`config.mk`:
```
export PLATFORM = sky130hd
export DESIGN_NAME = adr_router
export DESIGN_NICKNAME = d
export VERILOG_FILES = /design/src/adr_pkg.sv /design/src/adr_router.sv
export VERILOG_INCLUDE_DIRS = /design/src
export SDC_FILE = /design/constraint.sdc
export NUM_CORES = 1
export LEC_CHECK = 0
export BUFFER_PORTS_ARGS = -buffer_cell sky130_fd_sc_hd__buf_2
export CAP_MARGIN = 30
export CORE_ASPECT_RATIO = 1.75
export CORE_MARGIN = 8
export CORE_UTILIZATION = 56
export CTS_CLUSTER_DIAMETER = 120
export DETAILED_ROUTE_END_ITERATION = 6
export HOLD_SLACK_MARGIN = 0.05
export PLACE_DENSITY = 0.84
export SLEW_MARGIN = 15
export SYNTH_ARGS = -nofsm -noshare
export SYNTH_HDL_FRONTEND = slang
export SYNTH_SLANG_ARGS = --single-unit
export TNS_END_PERCENT = 50
```
`constraint.sdc`:
```
create_clock -name clk -period 2.65 [get_ports clk]
set_clock_uncertainty 0.1 [all_clocks]
set_input_delay 0.265 -clock clk [delete_from_list [all_inputs] [get_ports clk]]
set_output_delay 0.265 -clock clk [all_outputs]
set_load 0.03 [all_outputs]
```
`src/adr_map.svh`:
```
// register offsets, field positions, codes and reset values of the audio data router
`ifndef ADR_MAP_SVH
`define ADR_MAP_SVH

// register offsets (7-bit control address)
`define ADR_OFF_CLK_OVR 7'h06
`define ADR_OFF_CLK_SEL 7'h08
`define ADR_OFF_PRI_CTRL3 7'h0c
`define ADR_OFF_PRI_CTRL4 7'h0d
`define ADR_OFF_SEC_CTRL2 7'h0e
`define ADR_OFF_SPTX_CTRL0 7'h1e

// field positions
`define ADR_SRC_MSB 8
`define ADR_SRC_LSB 7
`define ADR_SPTX_SRC_MSB 1
`define ADR_SPTX_SRC_LSB 0
`define ADR_THRU_BIT 3
`define ADR_MAN_BIT 6
`define ADR_DACCLK_MSB 1
`define ADR_DACCLK_LSB 0
`define ADR_ADCCLK_MSB 3
`define ADR_ADCCLK_LSB 2
`define ADR_TXCLK_MSB 5
`define ADR_TXCLK_LSB 4

// source codes, shared by all four source fields
`define ADR_CODE_SPDIF 2'h0
`define ADR_CODE_ADC 2'h1
`define ADR_CODE_SEC 2'h2
`define ADR_CODE_PRI 2'h3

// legal codes per field, one bit per code
`define ADR_MASK_DAC1 4'hd
`define ADR_MASK_PRI_TX 4'h7
`define ADR_MASK_SEC_TX 4'hb
`define ADR_MASK_SPTX 4'hf

// clock select codes
`define ADR_DCLK_MCLK 2'h0
`define ADR_DCLK_PLLA 2'h1
`define ADR_DCLK_PLLB 2'h2
`define ADR_ACLK_MCLK 2'h0
`define ADR_ACLK_ADC_MASTER_CLOCK_IN 2'h1
`define ADR_ACLK_PLLA 2'h2
`define ADR_ACLK_PLLB 2'h3

// reset values
`define ADR_RST_DAC1_SRC 2'h3
`define ADR_RST_PRI_TX_SRC 2'h1
`define ADR_RST_SEC_TX_SRC 2'h0
`define ADR_RST_SPTX_SRC 2'h0
`define ADR_RST_THRU 1'h0
`define ADR_RST_MAN 1'h0
`define ADR_RST_CLKSEL 2'h0

`endif

```
`src/adr_pkg.sv`:
```
// types of the audio data router
package adr_pkg;

    // candidate clocks; PLL clocks are taken after their output dividers
    typedef enum logic [1:0] {
        CLK_MCLK,
        CLK_ADC_MCLK,
        CLK_PLL_A,
        CLK_PLL_B
    } adr_clk_src_t;

    typedef struct packed {
        logic [1:0] dac1_src;
        logic [1:0] pri_tx_src;
        logic [1:0] sec_tx_src;
        logic [1:0] sptx_src;
        logic thru;
        logic manual;
        logic [1:0] dac_clk_sel;
        logic [1:0] adc_clk_sel;
        logic [1:0] tx_clk_sel;
    } adr_regs_t;

    // on-chip serial sources, same clock
    typedef struct packed {
        logic spdif_rx;
        logic sec_rx;
        logic adc;
        logic sptx_serial;
    } adr_src_in_t;

    typedef struct packed {
        logic [2:0] dac;
        logic pri_tx;
        logic sec_tx;
        logic spdif_tx;
        logic spdif_pin;
        logic dac23_on;
    } adr_data_out_t;

    typedef struct packed {
        adr_clk_src_t dac;
        adr_clk_src_t adc;
        adr_clk_src_t tx;
    } adr_clk_out_t;

    typedef struct packed {
        adr_regs_t regs;
        logic [2:0] din_s1;
        logic [2:0] din_s2;
        logic raw_s1;
        logic raw_s2;
        adr_data_out_t dout;
        adr_clk_out_t ckout;
        logic [8:0] rdata;
        logic rvalid;
    } adr_state_t;

endpackage

```
`src/adr_router.sv`:
```
// audio data and clock routing fabric
//
// Contract
// - any of three converter serial inputs can be steered to any of three DACs.
// - the input steered to DAC1 also feeds S/PDIF and secondary transmitters.
// - DAC2 and DAC3 only take primary receiver data.
// - DAC1 source field 8:7, 00 spdif, 10 secondary, 11 primary; 00 may stop DAC2/3.
// - primary transmitter source 8:7: 00 spdif, 01 ADC (reset), 10 secondary.
// - secondary transmitter source 8:7: 00 spdif (reset), 01 ADC, 11 primary.
// - S/PDIF transmitter source 1:0: 00 spdif, 01 ADC, 10 secondary, 11 primary.
// - bit 3 set routes raw S/PDIF input mux to the output pin.
// - block clocks chosen from master, ADC master and two PLL clocks.
// - each block clock mux offers only its permitted subset of clocks.
// - S/PDIF data on DAC1 auto-configures the DAC clock.
// - PLL clocks offered are taken after their output dividers.
// - DAC clock select derives from field 1:0 plus routing.
// - ADC clock select derives from its field plus routing.
// - manual override bit 6 of register 6 uses user fields directly.
// - S/PDIF data on DAC1 forces PLL A as DAC clock when automatic.
// - ADC clock field at 3:2 and transmitter clock field at 5:4 of register 8.
`timescale 1ns/100ps
`include "adr_map.svh"

module adr_router
    import adr_pkg::*;
(
    // clock and reset
    input wire logic clk,
    input wire logic rst_n,
    // control register port
    input wire logic reg_wr,
    input wire logic reg_rd,
    input wire logic [6:0] reg_addr,
    input wire logic [8:0] reg_wdata,
    output logic [8:0] reg_rdata,
    output logic reg_rvalid,
    // serial data pins
    input wire logic [2:0] converter_serial_inputs,
    input wire logic spdif_in_raw,
    // primary receiver steering, two bits per DAC
    input wire logic [2:0][1:0] dac_pin_route,
    input wire logic receiver_dac_sync_mode,
    // on-chip serial sources
    input wire adr_src_in_t src_in,
    // routed data
    output adr_data_out_t data_out,
    // clock mux selects
    output adr_clk_out_t clk_sel
);

    localparam adr_regs_t REGS_RST = '{
        dac1_src: `ADR_RST_DAC1_SRC,
        pri_tx_src: `ADR_RST_PRI_TX_SRC,
        sec_tx_src: `ADR_RST_SEC_TX_SRC,
        sptx_src: `ADR_RST_SPTX_SRC,
        thru: `ADR_RST_THRU,
        manual: `ADR_RST_MAN,
        dac_clk_sel: `ADR_RST_CLKSEL,
        adc_clk_sel: `ADR_RST_CLKSEL,
        tx_clk_sel: `ADR_RST_CLKSEL
    };

    localparam adr_state_t STATE_RST = '{
        regs: REGS_RST,
        din_s1: '0,
        din_s2: '0,
        raw_s1: 1'b0,
        raw_s2: 1'b0,
        dout: '0,
        ckout: '{dac: CLK_MCLK, adc: CLK_MCLK, tx: CLK_MCLK},
        rdata: '0,
        rvalid: 1'b0
    };

    adr_state_t s_r;
    adr_state_t s_nxt;
    logic [2:0] pri_rx;
    logic dac23_on;

    // pick a source by code; codes outside the field's mask give zero
    function automatic logic pick(input logic [1:0] code, input logic [3:0] mask,
                                  input logic spdif, input logic adc,
                                  input logic sec, input logic pri);
        logic v;
        v = 1'b0;
        if (mask[code]) begin
            case (code)
                `ADR_CODE_SPDIF: v = spdif;
                `ADR_CODE_ADC: v = adc;
                `ADR_CODE_SEC: v = sec;
                default: v = pri;
            endcase
        end
        return v;
    endfunction

    // dac clock: mclk or either pll, never the adc master clock
    function automatic adr_clk_src_t dac_clk_dec(input logic [1:0] f);
        adr_clk_src_t c;
        case (f)
            `ADR_DCLK_PLLA: c = CLK_PLL_A;
            `ADR_DCLK_PLLB: c = CLK_PLL_B;
            default: c = CLK_MCLK;
        endcase
        return c;
    endfunction

    function automatic adr_clk_src_t adc_clk_dec(input logic [1:0] f);
        adr_clk_src_t c;
        case (f)
            `ADR_ACLK_ADC_MASTER_CLOCK_IN: c = CLK_ADC_MCLK;
            `ADR_ACLK_PLLA: c = CLK_PLL_A;
            `ADR_ACLK_PLLB: c = CLK_PLL_B;
            default: c = CLK_MCLK;
        endcase
        return c;
    endfunction

    always_comb begin
        s_nxt = s_r;
        pri_rx = '0;
        dac23_on = 1'b1;

        // pins are asynchronous to clk: two flops before use
        s_nxt.din_s1 = converter_serial_inputs;
        s_nxt.din_s2 = s_r.din_s1;
        s_nxt.raw_s1 = spdif_in_raw;
        s_nxt.raw_s2 = s_r.raw_s1;

        // primary receiver muxes; route code 3 is unused and gives zero
        for (int i = 0; i < 3; i++) begin
            if (dac_pin_route[i] != 2'h3) begin
                pri_rx[i] = s_r.din_s2[dac_pin_route[i]];
            end
        end

        // with s/pdif on dac1 and no common frame clock, dac2/3 are idle
        if (s_r.regs.dac1_src == `ADR_CODE_SPDIF && !receiver_dac_sync_mode) begin
            dac23_on = 1'b0;
        end
        s_nxt.dout.dac23_on = dac23_on;

        s_nxt.dout.dac[0] = pick(s_r.regs.dac1_src, `ADR_MASK_DAC1, src_in.spdif_rx,
                                 src_in.adc, src_in.sec_rx, pri_rx[0]);
        // dac2/3 have no source field at all
        s_nxt.dout.dac[1] = dac23_on & pri_rx[1];
        s_nxt.dout.dac[2] = dac23_on & pri_rx[2];

        s_nxt.dout.pri_tx = pick(s_r.regs.pri_tx_src, `ADR_MASK_PRI_TX, src_in.spdif_rx,
                                 src_in.adc, src_in.sec_rx, 1'b0);
        // primary receiver data means the input steered to dac1
        s_nxt.dout.sec_tx = pick(s_r.regs.sec_tx_src, `ADR_MASK_SEC_TX, src_in.spdif_rx,
                                 src_in.adc, 1'b0, pri_rx[0]);
        s_nxt.dout.spdif_tx = pick(s_r.regs.sptx_src, `ADR_MASK_SPTX, src_in.spdif_rx,
                                   src_in.adc, src_in.sec_rx, pri_rx[0]);
        s_nxt.dout.spdif_pin = s_r.regs.thru ? s_r.raw_s2 : src_in.sptx_serial;

        // clock selects; the override bit hands full control to the user fields
        // pll codes name the divided pll outputs; the dividers sit outside
        s_nxt.ckout.dac = dac_clk_dec(s_r.regs.dac_clk_sel);
        if (!s_r.regs.manual && s_r.regs.dac1_src == `ADR_CODE_SPDIF) begin
            s_nxt.ckout.dac = CLK_PLL_A;
        end
        s_nxt.ckout.adc = adc_clk_dec(s_r.regs.adc_clk_sel);
        // pll a tracks the receiver while dac1 takes s/pdif; keep the adc off it
        if (!s_r.regs.manual && s_r.regs.dac1_src == `ADR_CODE_SPDIF
                && s_nxt.ckout.adc == CLK_PLL_A) begin
            s_nxt.ckout.adc = CLK_MCLK;
        end
        s_nxt.ckout.tx = dac_clk_dec(s_r.regs.tx_clk_sel);
        if (!s_r.regs.manual && s_r.regs.sptx_src == `ADR_CODE_SPDIF) begin
            s_nxt.ckout.tx = CLK_PLL_A;
        end

        // register writes; bits owned by other blocks are not kept here
        if (reg_wr) begin
            case (reg_addr)
                `ADR_OFF_CLK_OVR: s_nxt.regs.manual = reg_wdata[`ADR_MAN_BIT];
                `ADR_OFF_CLK_SEL: begin
                    s_nxt.regs.dac_clk_sel = reg_wdata[`ADR_DACCLK_MSB:`ADR_DACCLK_LSB];
                    s_nxt.regs.adc_clk_sel = reg_wdata[`ADR_ADCCLK_MSB:`ADR_ADCCLK_LSB];
                    s_nxt.regs.tx_clk_sel = reg_wdata[`ADR_TXCLK_MSB:`ADR_TXCLK_LSB];
                end
                `ADR_OFF_PRI_CTRL3: s_nxt.regs.dac1_src = reg_wdata[`ADR_SRC_MSB:`ADR_SRC_LSB];
                `ADR_OFF_PRI_CTRL4: s_nxt.regs.pri_tx_src = reg_wdata[`ADR_SRC_MSB:`ADR_SRC_LSB];
                `ADR_OFF_SEC_CTRL2: s_nxt.regs.sec_tx_src = reg_wdata[`ADR_SRC_MSB:`ADR_SRC_LSB];
                `ADR_OFF_SPTX_CTRL0: begin
                    s_nxt.regs.sptx_src = reg_wdata[`ADR_SPTX_SRC_MSB:`ADR_SPTX_SRC_LSB];
                    s_nxt.regs.thru = reg_wdata[`ADR_THRU_BIT];
                end
                default: ;
            endcase
        end

        // readback of the fields held here; everything else reads zero
        s_nxt.rvalid = reg_rd;
        if (reg_rd) begin
            s_nxt.rdata = '0;
            case (reg_addr)
                `ADR_OFF_CLK_OVR: s_nxt.rdata[`ADR_MAN_BIT] = s_r.regs.manual;
                `ADR_OFF_CLK_SEL: begin
                    s_nxt.rdata[`ADR_DACCLK_MSB:`ADR_DACCLK_LSB] = s_r.regs.dac_clk_sel;
                    s_nxt.rdata[`ADR_ADCCLK_MSB:`ADR_ADCCLK_LSB] = s_r.regs.adc_clk_sel;
                    s_nxt.rdata[`ADR_TXCLK_MSB:`ADR_TXCLK_LSB] = s_r.regs.tx_clk_sel;
                end
                `ADR_OFF_PRI_CTRL3: s_nxt.rdata[`ADR_SRC_MSB:`ADR_SRC_LSB] = s_r.regs.dac1_src;
                `ADR_OFF_PRI_CTRL4: s_nxt.rdata[`ADR_SRC_MSB:`ADR_SRC_LSB] = s_r.regs.pri_tx_src;
                `ADR_OFF_SEC_CTRL2: s_nxt.rdata[`ADR_SRC_MSB:`ADR_SRC_LSB] = s_r.regs.sec_tx_src;
                `ADR_OFF_SPTX_CTRL0: begin
                    s_nxt.rdata[`ADR_SPTX_SRC_MSB:`ADR_SPTX_SRC_LSB] = s_r.regs.sptx_src;
                    s_nxt.rdata[`ADR_THRU_BIT] = s_r.regs.thru;
                end
                default: ;
            endcase
        end
    end

    always_ff @(posedge clk) begin
        if (!rst_n) begin
            s_r <= STATE_RST;
        end else begin
            s_r <= s_nxt;
        end
    end

    assign reg_rdata = s_r.rdata;
    assign reg_rvalid = s_r.rvalid;
    assign data_out = s_r.dout;
    assign clk_sel = s_r.ckout;
endmodule

```
==> metrics.txt, run 1 <==
status=complete, no violations; effective utilization at floorplan=57.0%; gpl congestion=around 0.92; placed cell count=313; first drt pass iteration count=4; GRT Util Overall=16.5%; Worst Path Required=about 2.8 ns; Hold Crit Class=in -> reg; hpwl dp=3660 um; post-CTS sizing=0; RSZ-0062 raised after global routing=no; setup TNS=0 ns; vias in the first global route=1872; Final nets=309; post-synthesis sequential area ratio=between 40 and 50%; Worst Reg2Reg Path Length in Cells=2; crit-path max FO=25; CTS root buffer=clkbuf_8; Clock transition at path regs=0.09 ns; H-tree Lvls=2; Yosys reg bits=48; chip height=~99 um; crit path DAT=approximately 1.6 ns; Layout Cells excl Fill=about 320; share of cells above drive strength 1=a little over a quarter; routed len/inst=15.4 um; total die area=roughly 0.0062 sq mm; Post-Syn Area=0.00218 sq mm; maximum clock frequency=705 MHz; Vias/cell=around 5.7; setup bufs post-CTS=0; Ant. Diodes=0; Routed Antenna Nets=0; EDFF count, synth=0; Hold Violations, Final=0; CTS Buf Count=5; CP Launch Type=input port; Mapped Cells=approximately 240; WS Path Type=in -> reg; Synth warnings=0; drc violations=0; worst-case clock buffer depth=2; die width=63.2 um; Worst R2R Setup Slack=1.40 ns; vias=1820; syn_area_per_cell=9.14 sq um; Main synth FF type=dfxtp_1; post-route minimum period=1.42 ns; GR Layer Usage met2=28.6%; Power Dens Cells=about 590 mW/mm^2; leak pwr=1.01 nW; Clock Latency Late Sink=0.31 ns; RR Startpoint=s_r[46]$_SDFFE_PN1P_; antenna violations before repair=0; met3 GRT Util=5.11%; Post-CTS Hold Fix Bufs=0; hold path start=converter_serial_inputs[2]; first-pass GRT wire length=between 8000 and 9000 um; largest net degree at the start of global routing=26; worst-case hold path end point=s_nxt[28]$_SDFF_PN0_; Final Util=64.0%; hold path depth=2; number of top-level pins=around 60; Synth async-reset ratio=0%; Slew @ Worst Pin=0.744 ns; placement row count=30; Pins Over Slew Limit=0; final instance area=between 0.002 and 0.0025 sq mm; Tcrit/Tclk final=53.5%; Cell variety after synth=43; dpl cell area=0.00232 sq mm; P&R area growth vs syn=12.2%; CTS Sinks=48; final setup violation count=0; Peak VDD IR=0.398 mV; Initial DRC Count=79; setup ws final=1.23 ns; Tot Pwr=approximately 1.4 mW; CTS tree=built; Fillers=360; Mapped Nets=approximately 280; GR peak layer=met2; pre-CTS WS=0.912 ns; core area=0.00383 sq mm; Hold Slack=0.0572 ns; IO buf count=58; final WL=4950 um; MaxCap Viol Count=0; CP endpoint kind=register; grt ovf=0; worst reg2reg endpoint=clk_sel[3]$_SDFF_PP0_; M1 GR Usage=16.5%; Slew HR=50.3%
==> layout make-up <==
type | instances | area, sq um | area share [%]
timing repair buffer | 60 | 305 | 12.5
clock buffer | 7 | 96.3 | 3.93
inverter | 5 | 18.8 | 0.766
sequential | 48 | 961 | 39.2
tap | 48 | 60.1 | 2.45
clock inverter | 1 | 30.0 | 1.23
multi-input combinational | 152 | 978 | 39.9
==> power by group <==
group,switching (mW),internal (mW),total [mW]
clock network,0.241,0.333,0.574
logic,0.0821,0.0508,0.133
registers,0.00509,0.736,0.741
total,0.328,1.12,1.45
==> how the worst max path moves through the flow <==
stage / start / endpoint / depth (start not counted)
5_1_grt: rst_n / data_out[2]$_SDFF_PN0_ / 4
2_1_floorplan: reg_addr[5] / s_r[42]$_SDFFE_PN0P_ / 4
3_5_place_dp: rst_n / data_out[2]$_SDFF_PN0_ / 4
3_3_place_gp: rst_n / data_out[2]$_SDFF_PN0_ / 4
6_report: rst_n / data_out[2]$_SDFF_PN0_ / 4
4_1_cts: rst_n / data_out[2]$_SDFF_PN0_ / 4
==> sequential cells by signal, summed over array words and instances (netlist names) <==
signal,count
data_out,8
reg_rdata,9
clk_sel,6
s_nxt,4
reg_rvalid,1
s_r,20
==> cell usage in the layout, fill, tap and decap left out, types with 10 or more instances in the layout <==
cell type	netlist	routed
and2_1	12	12
o21ai_0	18	18
a21oi_1	19	19
mux2i_1	10	10
buf_2	3	58
dfxtp_1	48	48
nand3_1	17	17
==> worst max-delay path: stages <==
cell and delay, ns:
buf_2 0.30, inv_1 0.42, or3_1 0.46, o211ai_1 0.09
==> cells by family (layout without fill, tap and decap cells) <==
logic type | after synthesis | count (layout) | synth area share, %
AOI/OAI and AO/OA | 55 | 55 | 14.6
DFF | 48 | 48 | 44.0
buffers and inverters | 39 | 73 | 11.2
muxes | 10 | 10 | 4.58
adders and majority gates | 2 | 2 | 1.15
and+or+nand+nor | 85 | 85 | 24.5
==> routing by layer <==
layer	share of wire [%]	routed length, um
met1	39	1930
met2	51	2520
met3	6.8	337
met4	3.2	158
met5	0	0
==> synthesized netlist by cell type (2+ instances only) <==
master     number  area [sq um]
or3_1           4          25.0
nor2b_1         3          18.8
nand4b_1        2          17.5
nand3b_1        2          15.0
inv_1           5          18.8
a21oi_1        19          95.1
nand2b_1        7          43.8
nand2_1         7          26.3
o21ai_0        18          90.1
clkbuf_1        7          26.3
nor4_1          2          12.5
a2bb2oi_1       2          17.5
buf_2           3          15.0
o21a_1          2          15.0
and3_1          2          12.5
nand4_1         7          43.8
and4b_1         2          20.0
nand4bb_1       2          22.5
mux2i_1        10           100
buf_4          23           173
o22ai_1         3          18.8
a31oi_1         5          31.3
and2_1         12          75.1
dfxtp_1        48           961
nor3b_1         2          15.0
ha_1            2          25.0
nor3_1          2          10.0
nor2_1          5          18.8
nand3_1        17          85.1
Note: power is estimated with default switching activity, not from simulation.
==> run 2, diff against run 1 <==
--- a/config.mk
+++ b/config.mk
@@ -10,11 +10,11 @@
 export CAP_MARGIN = 30
 export CORE_ASPECT_RATIO = 1.75
 export CORE_MARGIN = 8
-export CORE_UTILIZATION = 56
+export CORE_UTILIZATION = 47
 export CTS_CLUSTER_DIAMETER = 120
 export DETAILED_ROUTE_END_ITERATION = 6
 export HOLD_SLACK_MARGIN = 0.05
-export PLACE_DENSITY = 0.84
+export PLACE_DENSITY = 0.76
 export SLEW_MARGIN = 15
 export SYNTH_ARGS = -nofsm -noshare
 export SYNTH_HDL_FRONTEND = slang
==> constraint.sdc (replaced) <==
create_clock -name clk -period 1.17 [get_ports clk]
set_clock_uncertainty 0.1 [all_clocks]
set_input_delay 0.117 -clock clk [delete_from_list [all_inputs] [get_ports clk]]
set_output_delay 0.117 -clock clk [all_outputs]
set_load 0.03 [all_outputs]
==> run 2 against run 1 <==
Die area up 15%. Global-route usage down 1.3 points. Clock-buffer cell count down 2. Flip-flop and latch count unchanged. Largest cell class unchanged.
==> metrics.txt, run 2 (synthesized netlist as in run 1, its figures left out) <==
status=complete, no violations; max FFs per register=20; placement row count=33; crit-path max FO=3; chip height=106 um; final setup violation count=0; antenna violations before repair=0; Ant. Diodes=0; hold path start=dac_pin_route[2]; Hold Crit Class=in -> reg; Tot Pwr=3.08 mW; CTS root buffer=clkbuf_8; largest register by flop count=s_r; WS Path Type=reg -> reg; RSZ-0062 raised after global routing=yes; commonest non-fill, non-tap cells in the layout=58 x buf_2, 45 x dfxtp_1, 24 x buf_4; CTS Sinks=48; Final nets=349; leak pwr=1.18 nW; MaxCap Viol Count=0; Pins Over Slew Limit=0; CP Launch Type=register; effective utilization at floorplan=47.6%; gpl congestion=0.806; RR Startpoint=s_r[47]$_SDFFE_PN1P_; Hold Violations, Final=0; most common cell after layout, fill and taps aside=buf_2; first-pass GRT wire length=about 8700 um; core area=0.00458 sq mm; Slew HR=between 70 and 80%; grt ovf=0; crit path DAT=1.26 ns; P&R area growth vs syn=28.3%; Initial DRC Count=68; sw frac=roughly a quarter; worst-case clock buffer depth=2; CTS tree=built; Seq pwr share=54.6%; Worst Setup SP=s_r[47]$_SDFFE_PN1P_; Power Dens Cells=1100 mW/mm^2; Slew @ Worst Pin=roughly 0.31 ns; Worst Path Required=1.26 ns; CTS Buf Count=5; GRT Util Overall=15.2%; Tcrit/Tclk final=99.2%; placed cell count=340; Clock Latency Late Sink=a little over 0.3 ns; combinational share of power=13.1%; vias in the first global route=about 1900; Routed Antenna Nets=0; Peak VDD IR=0.790 mV; share of cells above drive strength 1=between 30% and 40%; P_sw=between 700 and 800 uW; maximum clock frequency=between 800 and 900 MHz; Vias/cell=5.40; die width=67.5 um; Clock transition at path regs=0.09 ns; hpwl dp=between 4000 and 5000 um; vias=1971; number of top-level pins=59; Internal=2.29 mW; routed len/inst=14.6 um; Layout Cells excl Fill=365; final WL=5340 um; largest net degree at the start of global routing=17; IO buf count=58; total die area=between 0.007 and 0.008 sq mm; drc violations=0; clock power share=between 30% and 40%; post-route minimum period=1.16 ns; setup bufs post-CTS=0; first drt pass iteration count=5; H-tree Lvls=2; CP endpoint kind=register
## run 2: layout make-up
| cell class | instances | area, sq um |
|---|---|---|
| well taps | 52 | 65.1 |
| clock buffers | 5 | 68.8 |
| flip-flops and latches | 48 | 965 |
| fillers | 400 | 1780 |
| clock inverters | 3 | 22.5 |
| multi-input cells | 152 | 1000 |
| inverters | 5 | 18.8 |
| repair buffers | 100 | 661 |
## run 2: metrics by stage
stage	worst slack (ns)	TNS, ns	area (sq um)	hold WS (ns)	utilization, %
finish	0.00930	0	2800	0.0658	61.1
floorplan	-0.150	-1.63	2200	0.144	-
global placement	-0.200	-4.01	2520	0.222	55.0
global route	-0.0188	-0.0384	2800	0.0640	61.1
detailed placement	-0.249	-4.61	2520	0.228	55.0
CTS	0.00937	0	2790	0.0608	60.8
## run 2: per-layer routing
layer  global-route usage (%)  share of wire (%)  routed length, um  vias to the layer above
met3                     3.47                5.9                313                       16
li1                         -                  -                  -                      991
met2                     25.7                 52               2760                       52
met4                     7.37                2.7                145                        0
met5                        0                  0                  0                        -
met1                     17.0                 40               2130                      912
## run 2: path summary, 6_finish.rpt
path              cells past startpoint                      to  slack, ns
setup / recovery                      2   clk_sel[3]$_SDFF_PP0_      0.009
hold / removal                        3  data_out[6]$_SDFF_PN0_       0.07
setup reg to reg                      2   clk_sel[3]$_SDFF_PP0_      0.009
hold reg to reg                       1      s_r[24]$_SDFF_PN0_       0.34
## run 2: power groups by stage
| stage | sequential [mW] | clock (mW) | combinational, mW |
|---|---|---|---|
| finish | 1.68 | 0.993 | 0.403 |
| global route | 1.68 | 1.06 | 0.436 |
| CTS | 1.68 | 1.01 | 0.398 |
| detailed placement | 1.72 | 0 | 0.353 |
| global placement | 1.72 | 0 | 0.346 |
| floorplan | 1.72 | 0 | 0.205 |
## run 2: repair_timing
item | 4_1_cts | 5_1_grt
hold buffers | 17 | 0
pin swaps | 1 | 2
endpoints found under the setup margin | 3 | 8
gates resized for setup | 3 | 4
cloned | 0 | 0
hold endpoints to repair | 24 | 0
## run 2: critical path: stages (launching register included)
cell and delay [ns]:
dfxtp_1 0.32, or3_4 0.41, o211a_1 0.22
==> run 3, diff against run 2 <==
--- a/config.mk
+++ b/config.mk
@@ -15,6 +15,7 @@
 export DETAILED_ROUTE_END_ITERATION = 6
 export HOLD_SLACK_MARGIN = 0.05
 export PLACE_DENSITY = 0.76
+export RECOVER_POWER = 25
 export SLEW_MARGIN = 15
 export SYNTH_ARGS = -nofsm -noshare
 export SYNTH_HDL_FRONTEND = slang
==> run 3 against run 2 <==
Flip-flop and latch count unchanged. Via count decreased by 0.20%. Die area unchanged. Final area is 0.18% lower. Sequential share of layout area about the same. Non-clock buffer count unchanged. Largest power group unchanged. Highest routed layer unchanged.
==> metrics.txt, run 3 (synthesized netlist as in run 1, its figures left out) <==
commonest non-fill, non-tap cells in the layout=56 x buf_2, 46 x dfxtp_1, 23 x buf_4; highest-delay cell along the critical path=or3_4; worst-case clock buffer depth=2; most common cell after layout, fill and taps aside=buf_2; RSZ-0062 raised after global routing=yes; crit-path max FO=3; IO buf count=58; CP endpoint kind=register; first-pass GRT wire length=a little under 9000 um; Pins Over Slew Limit=0; Power Dens Cells=approximately 1100 mW/mm^2; GR Layer Usage met2=between 20% and 30%; crit path DAT=approximately 1.3 ns; status=complete, no violations; drc violations=0; CTS Sinks=48; placement row count=33; MaxCap Viol Count=0; die width=~68 um; vias in the first global route=roughly 1900; Routed Antenna Nets=0; critical path, cell by cell=or3_4 -> o211a_1; Ant. Diodes=0; final setup violation count=0; leak pwr=1.18 nW; hpwl dp=just over 4000 um; GR peak layer=met2; Top delay family on crit path=simple AND/OR/NAND/NOR gates; largest net degree at the start of global routing=17; effective utilization at floorplan=a little under half; largest register by flop count=s_r; P&R area growth vs syn=28.0%; met3 GRT Util=3.47%; Vias/cell=between 5 and 6; maximum clock frequency=862 MHz; setup TNS=0 ns; Slew HR=79.1%; share of cells above drive strength 1=31.9%; Tcrit/Tclk final=99.2%; Hold Crit Class=in -> reg; M1 GR Usage=between 15 and 20%; WS Path Type=reg -> reg; Worst Path Required=1.26 ns; first drt pass iteration count=4; routed len/inst=~15 um; Final Util=61.0%; Largest stage delay, worst path=~0.4 ns; CP Launch Type=register; chip height=between 100 and 150 um; Peak VDD IR=0.791 mV; Worst Path Buf+Inv=0; total die area=0.00717 sq mm; gpl congestion=just over 0.8; max FFs per register=20; post-route minimum period=1.16 ns; H-tree Lvls=2; CTS root buffer=clkbuf_8; Final nets=about 350; setup bufs post-CTS=0; Clock transition at path regs=0.09 ns; vias=1967; antenna violations before repair=0; final WL=roughly 5300 um; Slew @ Worst Pin=0.314 ns; number of top-level pins=59; core area=0.00458 sq mm; GRT Util Overall=15.2%; grt ovf=0; Tot Pwr=3.07 mW; Initial DRC Count=72; Hold Violations, Final=0; CTS Buf Count=5; Clock Latency Late Sink=0.31 ns; CTS tree=built
-- run 3: cell count changes in the layout (fill, tap and decap cells not counted) --
cell | before | now
and2_0 | 0 | 2
dfxtp_2 | 3 | 2
and2_1 | 12 | 10
clkbuf_2 | 0 | 2
clkbuf_1 | 0 | 1
buf_4 | 24 | 23
dfxtp_1 | 45 | 46
buf_2 | 58 | 56
-- run 3: repair_timing --
| action | 4_1_cts | 5_1_grt |
|---|---|---|
| gates resized for setup | 3 | 4 |
| endpoints found under the setup margin | 3 | 8 |
| hold buffers | 17 | 0 |
| hold endpoints to repair | 24 | 0 |
| pin swaps | 1 | 2 |
-- run 3: metal layers --
| layer | share of wire, % | wire length [um] |
|---|---|---|
| met2 | 52 | 2780 |
| met4 | 2.5 | 134 |
| met3 | 5.8 | 308 |
| met5 | 0 | 0 |
| met1 | 40 | 2110 |
-- run 3: report_power, final --
part / internal, mW / leakage, nW / total, mW / switching [mW]
sequential: 1.67 / 0.392 / 1.68 / 0.0120
clock: 0.428 / 0.0485 / 0.992 / 0.564
combinational: 0.195 / 0.738 / 0.402 / 0.206
-- run 3: final cells by class --
| cell class | count | area [sq um] |
|---|---|---|
| Clock buffer | 5 | 68.8 |
| Inverter | 5 | 18.8 |
| Clock inverter | 3 | 22.5 |
| Timing Repair Buffer | 100 | 657 |
| Tap cell | 52 | 65.1 |
| Fill cell | 401 | 1790 |
| Multi-Input combinational cell | 152 | 1000 |
| Sequential cell | 48 | 963 |
-- run 3: worst reg2reg max path: stages, from the launching register on --
cell,delay [ns]
dfxtp_1,0.32
or3_4,0.41
o211a_1,0.22
-- run 3: through the flow --
step	worst slack [ns]	instance area (sq um)	cells	hold slack, ns
finish	0.00983	2800	365	0.0663
floorplan	-0.150	2200	239	0.144
detailed placement	-0.249	2520	340	0.228
global placement	-0.200	2520	340	0.222
CTS	0.00937	2790	365	0.0608
global route	-0.0188	2800	365	0.0640
-- run 3: final timing paths --
check	start	end	slack [ns]	cells after the start
hold / removal	dac_pin_route[2]	data_out[6]$_SDFF_PN0_	0.07	3
hold reg to reg	s_nxt[24]$_SDFF_PN0_	s_r[24]$_SDFF_PN0_	0.34	1
setup reg to reg	s_r[47]$_SDFFE_PN1P_	clk_sel[3]$_SDFF_PP0_	0.01	2
setup / recovery	s_r[47]$_SDFFE_PN1P_	clk_sel[3]$_SDFF_PP0_	0.01	2
